### config.mk
export PLATFORM = sky130hd
export DESIGN_NAME = status_event_register_bank
export DESIGN_NICKNAME = d
export VERILOG_FILES = /design/src/inc/status_pkg.sv /design/src/inc/status_cmd_if.sv /design/src/core/status_cmd_decode.sv /design/src/core/status_event_register_bank.sv
export VERILOG_INCLUDE_DIRS = /design/src /design/src/inc
export SDC_FILE = /design/constraint.sdc
export NUM_CORES = 1
export LEC_CHECK = 0
export ABC_AREA = 1
export BUFFER_PORTS_ARGS = -buffer_cell sky130_fd_sc_hd__buf_2
export CAP_MARGIN = 15
export CORE_MARGIN = 3
export CORE_UTILIZATION = 44
export CTS_BUF_LIST = sky130_fd_sc_hd__clkbuf_8
export DETAILED_ROUTE_END_ITERATION = 12
export GPL_TIMING_DRIVEN = 1
export HOLD_SLACK_MARGIN = 0.06
export PLACE_DENSITY_LB_ADDON = 0.08
export SYNTH_ARGS = -nofsm -noshare
export SYNTH_HDL_FRONTEND = slang
export SYNTH_SLANG_ARGS = --single-unit
export TNS_END_PERCENT = 20
### constraint.sdc
create_clock -name i_clock -period 2.4 [get_ports i_clock]
set_input_delay 0.12 -clock i_clock [delete_from_list [all_inputs] [get_ports i_clock]]
set_output_delay 0.12 -clock i_clock [all_outputs]
set_load 0.03 [all_outputs]
### src/inc/status_defs.svh
// constants of the status and event register bank
//
// Function
// questionable event register is 16 bits; only bits 0,1,9,11,12,13 are meaningful
// questionable event query returns the register contents as a binary value
// status preset clears the whole questionable enable mask
// clear-status zeroes status byte, all event registers and empties the error queue
// standard event mask is 8 bits; bits 0, 2 to 5 and 7 work
// a mask write sets exactly the encoded bits and clears all others
// standard event mask query returns the mask unchanged
// standard event register query returns its current contents
// operation-complete command sets bit 0 of the standard event register
// operation-complete query answers with the value 1
// power-on clear flag 1 zeroes both enable masks at power-up; 0 keeps them
// power-on clear flag lives in non-volatile storage across power cycles
// status byte mask is 8 bits; only bits 3 to 5 work
// non-functional bits ignore writes and read back as zero
`ifndef STATUS_DEFS_SVH
`define STATUS_DEFS_SVH

// ============================================================
// functional bit masks
`define QUES_USED_MASK    16'h3A03
`define STD_EVT_USED_MASK 8'hBD
`define STB_USED_MASK     8'h38

// ============================================================
// field positions
`define STD_EVT_OPC_BIT   0
`define STB_QUES_BIT      3
`define STB_MAV_BIT       4
`define STB_ESB_BIT       5

// ============================================================
// reset values and fixed answers
`define MASK8_RESET       8'h00
`define MASK16_RESET      16'h0000
`define OPC_ANSWER        16'h0001

`endif

### src/inc/status_pkg.sv
// types shared by the status and event register bank
package status_pkg;

	typedef enum logic [3:0] {
		CMD_NONE       = 4'h0,
		CMD_QUES_WRITE = 4'h1,
		CMD_QUES_QUERY = 4'h2,
		CMD_PRESET     = 4'h3,
		CMD_CLEAR      = 4'h4,
		CMD_ESE_WRITE  = 4'h5,
		CMD_ESE_QUERY  = 4'h6,
		CMD_ESR_QUERY  = 4'h7,
		CMD_OPC        = 4'h8,
		CMD_OPC_QUERY  = 4'h9,
		CMD_PSC_WRITE  = 4'hA,
		CMD_PSC_QUERY  = 4'hB,
		CMD_SRE_WRITE  = 4'hC,
		CMD_SRE_QUERY  = 4'hD,
		CMD_STB_QUERY  = 4'hE
	} cmd_e;

	typedef enum logic [1:0] {
		ST_RESET = 2'b00,
		ST_LOAD  = 2'b01,
		ST_RUN   = 2'b11
	} init_state_e;

endpackage : status_pkg

### src/inc/status_cmd_if.sv
// decoded command strobes between decoder and register bank
`timescale 1ns/1ps
`default_nettype none

interface status_cmd_if;
	logic ques_write;
	logic ques_query;
	logic preset;
	logic clear;
	logic ese_write;
	logic ese_query;
	logic esr_query;
	logic opc;
	logic opc_query;
	logic psc_write;
	logic psc_query;
	logic sre_write;
	logic sre_query;
	logic stb_query;
	logic unknown;

	modport decoder (
		output ques_write, ques_query, preset, clear, ese_write, ese_query,
		       esr_query, opc, opc_query, psc_write, psc_query, sre_write,
		       sre_query, stb_query, unknown
	);
	modport bank (
		input  ques_write, ques_query, preset, clear, ese_write, ese_query,
		       esr_query, opc, opc_query, psc_write, psc_query, sre_write,
		       sre_query, stb_query, unknown
	);
endinterface : status_cmd_if

`default_nettype wire

### src/core/status_cmd_decode.sv
// decodes a command code into one-hot strobes
`timescale 1ns/1ps
`default_nettype none

module status_cmd_decode
	import status_pkg::*;
(
	// command in
	input  wire logic       i_valid,
	input  wire logic [3:0] i_code,
	input  wire logic       i_ready,
	// strobes out
	status_cmd_if.decoder   cmd
);
	cmd_e code;
	logic go;

	assign code = cmd_e'(i_code);
	// commands are ignored until the bank has finished its power-up load
	assign go = i_valid & i_ready;

	always_comb begin
		cmd.ques_write = 1'b0;
		cmd.ques_query = 1'b0;
		cmd.preset     = 1'b0;
		cmd.clear      = 1'b0;
		cmd.ese_write  = 1'b0;
		cmd.ese_query  = 1'b0;
		cmd.esr_query  = 1'b0;
		cmd.opc        = 1'b0;
		cmd.opc_query  = 1'b0;
		cmd.psc_write  = 1'b0;
		cmd.psc_query  = 1'b0;
		cmd.sre_write  = 1'b0;
		cmd.sre_query  = 1'b0;
		cmd.stb_query  = 1'b0;
		cmd.unknown    = 1'b0;
		if (go) begin
			unique case (code)
				CMD_QUES_WRITE: cmd.ques_write = 1'b1;
				CMD_QUES_QUERY: cmd.ques_query = 1'b1;
				CMD_PRESET:     cmd.preset     = 1'b1;
				CMD_CLEAR:      cmd.clear      = 1'b1;
				CMD_ESE_WRITE:  cmd.ese_write  = 1'b1;
				CMD_ESE_QUERY:  cmd.ese_query  = 1'b1;
				CMD_ESR_QUERY:  cmd.esr_query  = 1'b1;
				CMD_OPC:        cmd.opc        = 1'b1;
				CMD_OPC_QUERY:  cmd.opc_query  = 1'b1;
				CMD_PSC_WRITE:  cmd.psc_write  = 1'b1;
				CMD_PSC_QUERY:  cmd.psc_query  = 1'b1;
				CMD_SRE_WRITE:  cmd.sre_write  = 1'b1;
				CMD_SRE_QUERY:  cmd.sre_query  = 1'b1;
				CMD_STB_QUERY:  cmd.stb_query  = 1'b1;
				default:        cmd.unknown    = 1'b1;
			endcase
		end
	end
endmodule : status_cmd_decode

`default_nettype wire

### src/core/status_event_register_bank.sv
// status byte, standard event and questionable event register bank
`timescale 1ns/1ps
`default_nettype none
`include "status_defs.svh"

module status_event_register_bank
	import status_pkg::*;
#(
	parameter int QUES_WIDTH = 16,
	parameter int BYTE_WIDTH = 8
)(
	// clock and power-up reset
	input  wire logic                  i_clock,
	input  wire logic                  i_arst_n,
	// command port from the parser
	input  wire logic                  i_cmd_valid,
	input  wire logic [3:0]            i_cmd_code,
	input  wire logic [QUES_WIDTH-1:0] i_cmd_data,
	output logic                       o_cmd_ready,
	// query answers to the output buffer
	output logic                       o_resp_valid,
	output logic [QUES_WIDTH-1:0]      o_resp_data,
	output logic                       o_cmd_unknown,
	// event sources from the instrument
	input  wire logic [QUES_WIDTH-1:0] i_ques_event,
	input  wire logic [BYTE_WIDTH-1:0] i_std_event,
	input  wire logic                  i_out_avail,
	// non-volatile storage
	input  wire logic                  i_nv_psc,
	input  wire logic [BYTE_WIDTH-1:0] i_nv_sre,
	input  wire logic [BYTE_WIDTH-1:0] i_nv_ese,
	output logic                       o_nv_psc_write,
	output logic                       o_nv_psc_data,
	// state out
	output logic [BYTE_WIDTH-1:0]      o_status_byte,
	output logic [BYTE_WIDTH-1:0]      o_sre_mask,
	output logic [BYTE_WIDTH-1:0]      o_ese_mask,
	output logic [QUES_WIDTH-1:0]      o_ques_enable,
	output logic                       o_err_queue_clear
);
	localparam logic [QUES_WIDTH-1:0] QUES_USED = QUES_WIDTH'(`QUES_USED_MASK);
	localparam logic [BYTE_WIDTH-1:0] STD_USED  = BYTE_WIDTH'(`STD_EVT_USED_MASK);
	localparam logic [BYTE_WIDTH-1:0] STB_USED  = BYTE_WIDTH'(`STB_USED_MASK);

	// ============================================================
	// command decode
	status_cmd_if cmd ();

	status_cmd_decode u_decode (
		.i_valid (i_cmd_valid),
		.i_code  (i_cmd_code),
		.i_ready (o_cmd_ready),
		.cmd     (cmd)
	);

	// ============================================================
	// power-up sequencing
	init_state_e state_reg;
	init_state_e state_next;
	logic        psc_reg;
	logic        psc_next;

	always_comb begin
		state_next = state_reg;
		unique case (state_reg)
			ST_RESET: state_next = ST_LOAD;
			ST_LOAD:  state_next = ST_RUN;
			ST_RUN:   state_next = ST_RUN;
			default:  state_next = ST_RESET;
		endcase
	end

	assign o_cmd_ready = (state_reg == ST_RUN);

	// ============================================================
	// register state
	logic [QUES_WIDTH-1:0] ques_bits_reg;
	logic [QUES_WIDTH-1:0] ques_bits_next;
	logic [QUES_WIDTH-1:0] ques_en_reg;
	logic [QUES_WIDTH-1:0] ques_en_next;
	logic [BYTE_WIDTH-1:0] std_bits_reg;
	logic [BYTE_WIDTH-1:0] std_bits_next;
	logic [BYTE_WIDTH-1:0] ese_reg;
	logic [BYTE_WIDTH-1:0] ese_next;
	logic [BYTE_WIDTH-1:0] sre_reg;
	logic [BYTE_WIDTH-1:0] sre_next;
	logic [BYTE_WIDTH-1:0] stb_reg;
	logic [BYTE_WIDTH-1:0] stb_next;
	logic                  nv_wr_reg;
	logic                  nv_wr_next;
	logic                  err_clr_reg;
	logic                  err_clr_next;
	logic [BYTE_WIDTH-1:0] stb_live;

	always_comb begin
		ques_bits_next = ques_bits_reg;
		ques_en_next   = ques_en_reg;
		std_bits_next  = std_bits_reg;
		ese_next       = ese_reg;
		sre_next       = sre_reg;
		psc_next       = psc_reg;
		nv_wr_next     = 1'b0;
		err_clr_next   = 1'b0;

		if (state_reg == ST_LOAD) begin
			// the stored flag decides whether saved masks come back
			psc_next = i_nv_psc;
			if (i_nv_psc) begin
				ese_next = `MASK8_RESET;
				sre_next = `MASK8_RESET;
			end else begin
				ese_next = i_nv_ese & STD_USED;
				sre_next = i_nv_sre & STB_USED;
			end
		end

		if (cmd.clear) begin
			ques_bits_next = `MASK16_RESET;
			std_bits_next  = `MASK8_RESET;
			err_clr_next   = 1'b1;
		end
		if (cmd.ques_write) begin
			ques_bits_next = i_cmd_data & QUES_USED;
		end
		if (cmd.preset) begin
			ques_en_next = `MASK16_RESET;
		end
		if (cmd.ese_write) begin
			ese_next = i_cmd_data[BYTE_WIDTH-1:0] & STD_USED;
		end
		if (cmd.sre_write) begin
			sre_next = i_cmd_data[BYTE_WIDTH-1:0] & STB_USED;
		end
		if (cmd.psc_write) begin
			psc_next   = i_cmd_data[0];
			nv_wr_next = 1'b1;
		end
		if (cmd.opc) begin
			std_bits_next[`STD_EVT_OPC_BIT] = 1'b1;
		end

		// new events are applied last, so an event in a clear cycle survives
		if (state_reg == ST_RUN) begin
			ques_bits_next = ques_bits_next | (i_ques_event & QUES_USED);
			std_bits_next  = std_bits_next | (i_std_event & STD_USED);
		end
	end

	// ============================================================
	// status byte summary
	always_comb begin
		stb_live = '0;
		stb_live[`STB_QUES_BIT] = |(ques_bits_next & ques_en_next);
		stb_live[`STB_MAV_BIT]  = i_out_avail & ~cmd.clear;
		stb_live[`STB_ESB_BIT]  = |(std_bits_next & ese_next);
		stb_next = stb_live & STB_USED;
	end

	// ============================================================
	// query answers
	logic                  resp_valid_reg;
	logic                  resp_valid_next;
	logic [QUES_WIDTH-1:0] resp_data_reg;
	logic [QUES_WIDTH-1:0] resp_data_next;
	logic                  unknown_reg;

	always_comb begin
		resp_valid_next = 1'b1;
		resp_data_next  = resp_data_reg;
		if (cmd.ques_query) begin
			resp_data_next = ques_bits_reg;
		end else if (cmd.ese_query) begin
			resp_data_next = QUES_WIDTH'(ese_reg);
		end else if (cmd.esr_query) begin
			resp_data_next = QUES_WIDTH'(std_bits_reg);
		end else if (cmd.opc_query) begin
			resp_data_next = `OPC_ANSWER;
		end else if (cmd.psc_query) begin
			resp_data_next = QUES_WIDTH'(psc_reg);
		end else if (cmd.sre_query) begin
			resp_data_next = QUES_WIDTH'(sre_reg);
		end else if (cmd.stb_query) begin
			resp_data_next = QUES_WIDTH'(stb_reg);
		end else begin
			resp_valid_next = 1'b0;
		end
	end

	// ============================================================
	// registers
	always_ff @(posedge i_clock or negedge i_arst_n) begin
		if (!i_arst_n) begin
			state_reg      <= ST_RESET;
			psc_reg        <= 1'b0;
			ques_bits_reg  <= `MASK16_RESET;
			ques_en_reg    <= `MASK16_RESET;
			std_bits_reg   <= `MASK8_RESET;
			ese_reg        <= `MASK8_RESET;
			sre_reg        <= `MASK8_RESET;
			stb_reg        <= `MASK8_RESET;
			nv_wr_reg      <= 1'b0;
			err_clr_reg    <= 1'b0;
			resp_valid_reg <= 1'b0;
			resp_data_reg  <= `MASK16_RESET;
			unknown_reg    <= 1'b0;
		end else begin
			state_reg      <= state_next;
			psc_reg        <= psc_next;
			ques_bits_reg  <= ques_bits_next;
			ques_en_reg    <= ques_en_next;
			std_bits_reg   <= std_bits_next;
			ese_reg        <= ese_next;
			sre_reg        <= sre_next;
			stb_reg        <= stb_next;
			nv_wr_reg      <= nv_wr_next;
			err_clr_reg    <= err_clr_next;
			resp_valid_reg <= resp_valid_next;
			resp_data_reg  <= resp_data_next;
			unknown_reg    <= cmd.unknown;
		end
	end

	// ============================================================
	// outputs
	assign o_resp_valid      = resp_valid_reg;
	assign o_resp_data       = resp_data_reg;
	assign o_cmd_unknown     = unknown_reg;
	assign o_nv_psc_write    = nv_wr_reg;
	assign o_nv_psc_data     = psc_reg;
	assign o_status_byte     = stb_reg;
	assign o_sre_mask        = sre_reg;
	assign o_ese_mask        = ese_reg;
	assign o_ques_enable     = ques_en_reg;
	assign o_err_queue_clear = err_clr_reg;

endmodule : status_event_register_bank

`default_nettype wire

==> impl_metrics.yaml, run 1 <==
run_status:
  status: "complete, no violations"
timing:
  post-route-min-period_ns: 2.23
  slew_violations: 0
  max_slew_margin: 0.347
  hold_viol: 0
  rsz0062_at_grt: "no"
  tightest_slew_ns: 0.980
  finalClockSkew_ns: 0.0102
  setup_viol: 0
  fmax_mhz: 449
  setup_tns_ns: 0
  fin_hold_ws_ns: 0.0797
  timing.final.crit_share: 0.927
die:
  ios: 127
  die_x_um: 96.2
  fp-row-count: 32
  dieArea_um2: 9260
  start_util: 0.459
  die_h_um: 96.2
  core_area_um2: 7810
routing:
  drtAntennaViolNets: 0
  drtIter0Drc: 109
  dr_wl_met2_um: 4420
  route.detailed.drc: 0
  wl_um: 9220
  topRoutingLayerUsed: "met4"
  viasPerCell: 4.72
  num_vias: 3103
  wl_met3_um: 612
  dr.pass1.iters: 4
  wl_met1_um: 4070
  routedWlPerCell_um: 14.0
worst_setup_path:
  startpoint: "state_reg[1]$_DFF_PN0_"
  r2r_end: "ques_bits_reg[9]$_DFF_PN0_"
  crit_path_end: "ques_bits_reg[9]$_DFF_PN0_"
  reg2reg_setup_slack_ns: 0.17
  crit_fanout: 17
  crit_required_ns: 2.63
  r2r_start: "state_reg[1]$_DFF_PN0_"
  crit_type: "flop to flop"
  ff2ff_path_depth: 7
  startpoint_type: "flop"
  worstPathArrival_ns: 2.45
  end_kind: "flop"
grt:
  grt_pass1_vias: 2989
  grt_max_degree: 78
  grt_use_total: 0.206
  overflow: 0
  grt_pass1_wl_um: 14400
  grt_antenna_before_repair: 0
worst_hold_path:
  hold_class: "input port to flop"
  hold_depth: 3
power:
  switching_power_mw: 1.00
  switching_share: 0.311
  leakagePower_nw: 2.66
  seqPwrFrac: 0.452
  powerDensity_nw_per_um2: 715
  power.internal_mw: 2.23
  power_frac_comb: 0.216
  p_clk_frac: 0.332
  peakVddDrop_mv: 0.283
synth:
  synthesis.area_um2: 3580
  yosysWarnings: 0
  synth_compound_area_frac: 0.0751
  synth_seq_area_share: 0.538
  syn_area_per_cell_um2: 8.24
  synthAdderAreaFrac: 0
  synth_seq_cells: 77
  synth-xor-area-share: 0
  synth_mux_area_frac: 0
  synth.distinct_cells: 30
  synthCells: 435
  synthSimpleGateAreaFrac: 0.277
  synth_top_family_by_area: "simple AND/OR/NAND/NOR gates"
flow_run:
  drv_cap: 0
clock_tree:
  cts_sinks: 77
  root_buffer: "clkbuf_8"
  clk_pin_slew_ns: 0.08
  clk_path_buf_depth: 2
  cts_tree: "yes"
  insertion_delay_ns: 0.35
  hold_buffers: 22
  cts_resized: 0
  post_cts_buffers: 0
  cts_buffers: 9
  h-tree-depth: 3
placed_design:
  dp_hpwl_um: 6380
  place_congestion: 0.843
  port_buffers: 92
finish:
  final_common_cell: "nand2_1"
  diodes: 0
  drive_gt1_frac: 0.236
  layout_common_cells: "nand2_1 (132), buf_2 (91), dfrtp_1 (77), inv_1 (63), nor2_1 (43)"
  area.sequential_um2: 1930
  syn_to_final_growth_pct: 26.2
  layout.nets: 616
  multiInputGateArea_um2: 1300
  num-fill-cells: 721
  final_util: 0.579
-- power groups by stage --
| stage | clock (mW) | sequential, mW | combinational [mW] |
|---|---|---|---|
| floorplan | 0 | 1.67 | 0.259 |
| global placement | 0 | 1.49 | 0.659 |
| detailed placement | 0 | 1.49 | 0.665 |
| CTS | 1.09 | 1.46 | 0.704 |
| global route | 1.15 | 1.47 | 0.773 |
| finish | 1.07 | 1.46 | 0.698 |
-- cell usage after synthesis --
master,instances,area [µm²]
o21ai_0,12,60.1
conb_1,1,3.75
a21oi_1,5,25.0
dfrtp_1,77,1930
buf_2,4,20.0
inv_2,8,30.0
clkbuf_1,3,11.3
nor2_4,1,11.3
nand2_2,2,12.5
nor2_2,5,31.3
nor2_8,1,20.0
nor3_1,2,10.0
or2_0,3,18.8
o22ai_1,3,18.8
a31oi_1,1,6.26
o2111ai_1,3,26.3
a21boi_0,1,7.51
buf_4,11,82.6
and2_1,1,6.26
nand4_2,2,25.0
nand2_1,132,495
nor2_1,43,161
nand3_1,29,145
nand3_4,2,35.0
o21ai_1,5,25.0
buf_6,1,11.3
a22o_1,8,70.1
o211ai_1,4,30.0
inv_1,63,236
nand3_2,2,20.0
-- worst max-delay path, stage by stage (launching register included) --
cell	delay (ns)
dfrtp_1	0.41
nand2_2	0.11
nor2_8	0.25
nand3_1	0.28
buf_4	0.29
nand3_1	0.08
nand3_1	0.09
dlygate4sd3_1	0.58
-- logic make-up (layout without fill, tap and decap cells) --
logic type             count (synthesis)  in the layout
AND/OR/NAND/NOR                      225            225
AO/OA/AOI/OAI                         42             42
flip-flops                            77             77
other                                  1             10
buffers and inverters                 90            201
-- worst min path at each step --
stage / from / end / slack (ns)
floorplan: i_arst_n / o_cmd_unknown$_DFF_PN0_ / -0.18
global placement: i_arst_n / o_cmd_unknown$_DFF_PN0_ / 0.34
detailed placement: i_arst_n / state_reg[1]$_DFF_PN0_ / 0.34
CTS: i_cmd_data[3] / o_ese_mask[3]$_DFF_PN0_ / 0.07
global route: i_cmd_data[3] / o_ese_mask[3]$_DFF_PN0_ / 0.09
finish: i_cmd_data[3] / o_ese_mask[3]$_DFF_PN0_ / 0.08
-- layout make-up --
class                      count  area share
timing repair buffer         115       0.153
clock inverter                 5      0.0166
sequential                    77       0.426
inverter                      71      0.0589
clock buffer                  10      0.0304
tap                          102      0.0282
multi-input combinational    277       0.287
-- metal layers --
metal | vias up | global-route usage
li1 | 1565 | -
met1 | 1444 | 0.270
met2 | 85 | 0.340
met3 | 9 | 0.0524
met4 | 0 | 0.0509
met5 | - | 0
-- stage by stage --
step / instances / setup slack, ns / power, mW / area, µm²
floorplan: 444 / 0.805 / 1.93 / 3620
global placement: 620 / 0.442 / 2.14 / 4090
detailed placement: 620 / 0.405 / 2.15 / 4090
CTS: 657 / 0.166 / 3.26 / 4520
global route: 657 / 0.0261 / 3.39 / 4520
finish: 657 / 0.174 / 3.23 / 4520
No activity file was read; power rests on OpenSTA's default activity.
==> run 2: changes to the inputs <==
--- a/config.mk
+++ b/config.mk
@@ -15,6 +15,7 @@
 export DETAILED_ROUTE_END_ITERATION = 12
 export GPL_TIMING_DRIVEN = 1
 export HOLD_SLACK_MARGIN = 0.06
+export MAX_ROUTING_LAYER = met4
 export PLACE_DENSITY_LB_ADDON = 0.08
 export SYNTH_ARGS = -nofsm -noshare
 export SYNTH_HDL_FRONTEND = slang
==> impl_metrics.yaml, run 2 (same netlist as run 1, synthesis figures left out) <==
run_status:
  status: "complete, no violations"
power:
  power.total_mw: 3.24
  power.internal_mw: 2.23
  switching_share: 0.311
  peakVddDrop_mv: 0.282
  seqPwrFrac: 0.452
  leakagePower_nw: 2.66
  power_frac_comb: 0.216
  powerDensity_nw_per_um2: 715
  switching_power_mw: 1.01
  p_clk_frac: 0.332
worst_setup_path:
  crit_type: "flop to flop"
  reg2reg_setup_slack_ns: 0.17
  worst_path_largest_cell_delay_ns: 0.58
  cpMostUsedCell: "nand3_1"
  critical_path.top_delay_family: "buffers and inverters"
  crit_required_ns: 2.63
  startpoint_type: "flop"
  end_kind: "flop"
  slowest_stage: "dlygate4sd3_1"
  path_cells: "nand2_2, nor2_8, nand3_1, buf_4, nand3_1, nand3_1, dlygate4sd3_1"
  worstPathArrival_ns: 2.46
  crit_fanout: 17
  path_buf_inv: 2
timing:
  fmax_mhz: 449
  rsz0062_at_grt: "no"
  timing.final.crit_share: 0.928
  tightest_slew_ns: 0.972
  post-route-min-period_ns: 2.23
  finalClockSkew_ns: 0.0105
  slew_violations: 0
  setup_tns_ns: 0
  max_slew_margin: 0.352
  setup_viol: 0
  hold_viol: 0
finish:
  final_common_cell: "nand2_1"
  layout_common_cells: "nand2_1 (132), buf_2 (91), dfrtp_1 (77), inv_1 (63), nor2_1 (43)"
  layout.nets: 616
  drive_gt1_frac: 0.236
  diodes: 0
  final_util: 0.579
  syn_to_final_growth_pct: 26.2
grt:
  grt_pass1_vias: 2990
  grt_max_degree: 78
  grt_pass1_wl_um: 14400
  overflow: 0
  grt_use_total: 0.212
  grt_antenna_before_repair: 0
clock_tree:
  cts_buffers: 9
  post_cts_buffers: 0
  hold_buffers: 22
  cts_resized: 0
  insertion_delay_ns: 0.35
  cts_tree: "yes"
  root_buffer: "clkbuf_8"
  h-tree-depth: 3
  clk_pin_slew_ns: 0.08
  clk_path_buf_depth: 2
  cts_sinks: 77
routing:
  route.detailed.drc: 0
  num_vias: 3119
  dr.pass1.iters: 4
  drtIter0Drc: 135
  drtAntennaViolNets: 0
  wl_um: 9240
  routedWlPerCell_um: 14.1
  viasPerCell: 4.75
die:
  ios: 127
  start_util: 0.459
  fp-row-count: 32
  core_area_um2: 7810
  dieArea_um2: 9260
  die_h_um: 96.2
  die_x_um: 96.2
placed_design:
  dp_hpwl_um: 6380
  port_buffers: 92
  place_congestion: 0.857
worst_hold_path:
  hold_class: "input port to flop"
flow_run:
  drv_cap: 0
==> run 2: cell counts in the layout (fill, tap and decap cells not counted) <==
Identical to the previous run, type by type.
==> run 2: worst reg2reg max path: stages, from the launching register on <==
cell and delay (ns):
dfrtp_1 0.41, nand2_2 0.12, nor2_8 0.25, nand3_1 0.29
buf_4 0.30, nand3_1 0.09, nand3_1 0.09, dlygate4sd3_1 0.58
==> run 2: path summary, 6_finish.rpt <==
path | startpoint | depth (start not counted) | to
max reg2reg | state_reg[1]$_DFF_PN0_ | 7 | ques_bits_reg[9]$_DFF_PN0_
min in group asynchronous | i_arst_n | 2 | state_reg[1]$_DFF_PN0_
max in group asynchronous | i_arst_n | 2 | o_resp_data[10]$_DFFE_PN0P_
max | state_reg[1]$_DFF_PN0_ | 7 | ques_bits_reg[9]$_DFF_PN0_
min | i_cmd_data[3] | 3 | o_ese_mask[3]$_DFF_PN0_
min reg2reg | state_reg[0]$_DFF_PN0_ | 0 | state_reg[1]$_DFF_PN0_
==> run 2: power by group through the flow <==
stage | combinational [mW] | clock, mW | sequential (mW)
floorplan | 0.259 | 0 | 1.67
global placement | 0.659 | 0 | 1.49
detailed placement | 0.665 | 0 | 1.49
CTS | 0.704 | 1.09 | 1.46
global route | 0.773 | 1.15 | 1.47
finish | 0.699 | 1.07 | 1.46
==> run 2: cell type report <==
class | instances | area, µm²
clock buffer | 10 | 138
clock inverter | 5 | 75.1
fill | 721 | 3280
inverter | 71 | 267
multi-input combinational | 277 | 1300
sequential | 77 | 1930
tap | 102 | 128
timing repair buffer | 115 | 691
==> run 2: metrics by stage <==
| stage | instance area [µm²] | setup slack [ns] | hold slack (ns) | instances |
|---|---|---|---|---|
| floorplan | 3620 | 0.805 | -0.176 | 444 |
| global placement | 4090 | 0.442 | 0.336 | 620 |
| detailed placement | 4090 | 0.405 | 0.344 | 620 |
| CTS | 4520 | 0.166 | 0.0735 | 657 |
| global route | 4520 | 0.0261 | 0.0925 | 657 |
| finish | 4520 | 0.172 | 0.0799 | 657 |
==> run 2: metal layers <==
metal  track usage  routed length, µm  up-vias  share of wire
li1              -                  -     1564              -
met1         0.274               4180     1448           0.45
met2         0.342               4380       94           0.47
met3        0.0446                543       13          0.059
met4        0.0509                134        0          0.014
met5             -                  0        -              0
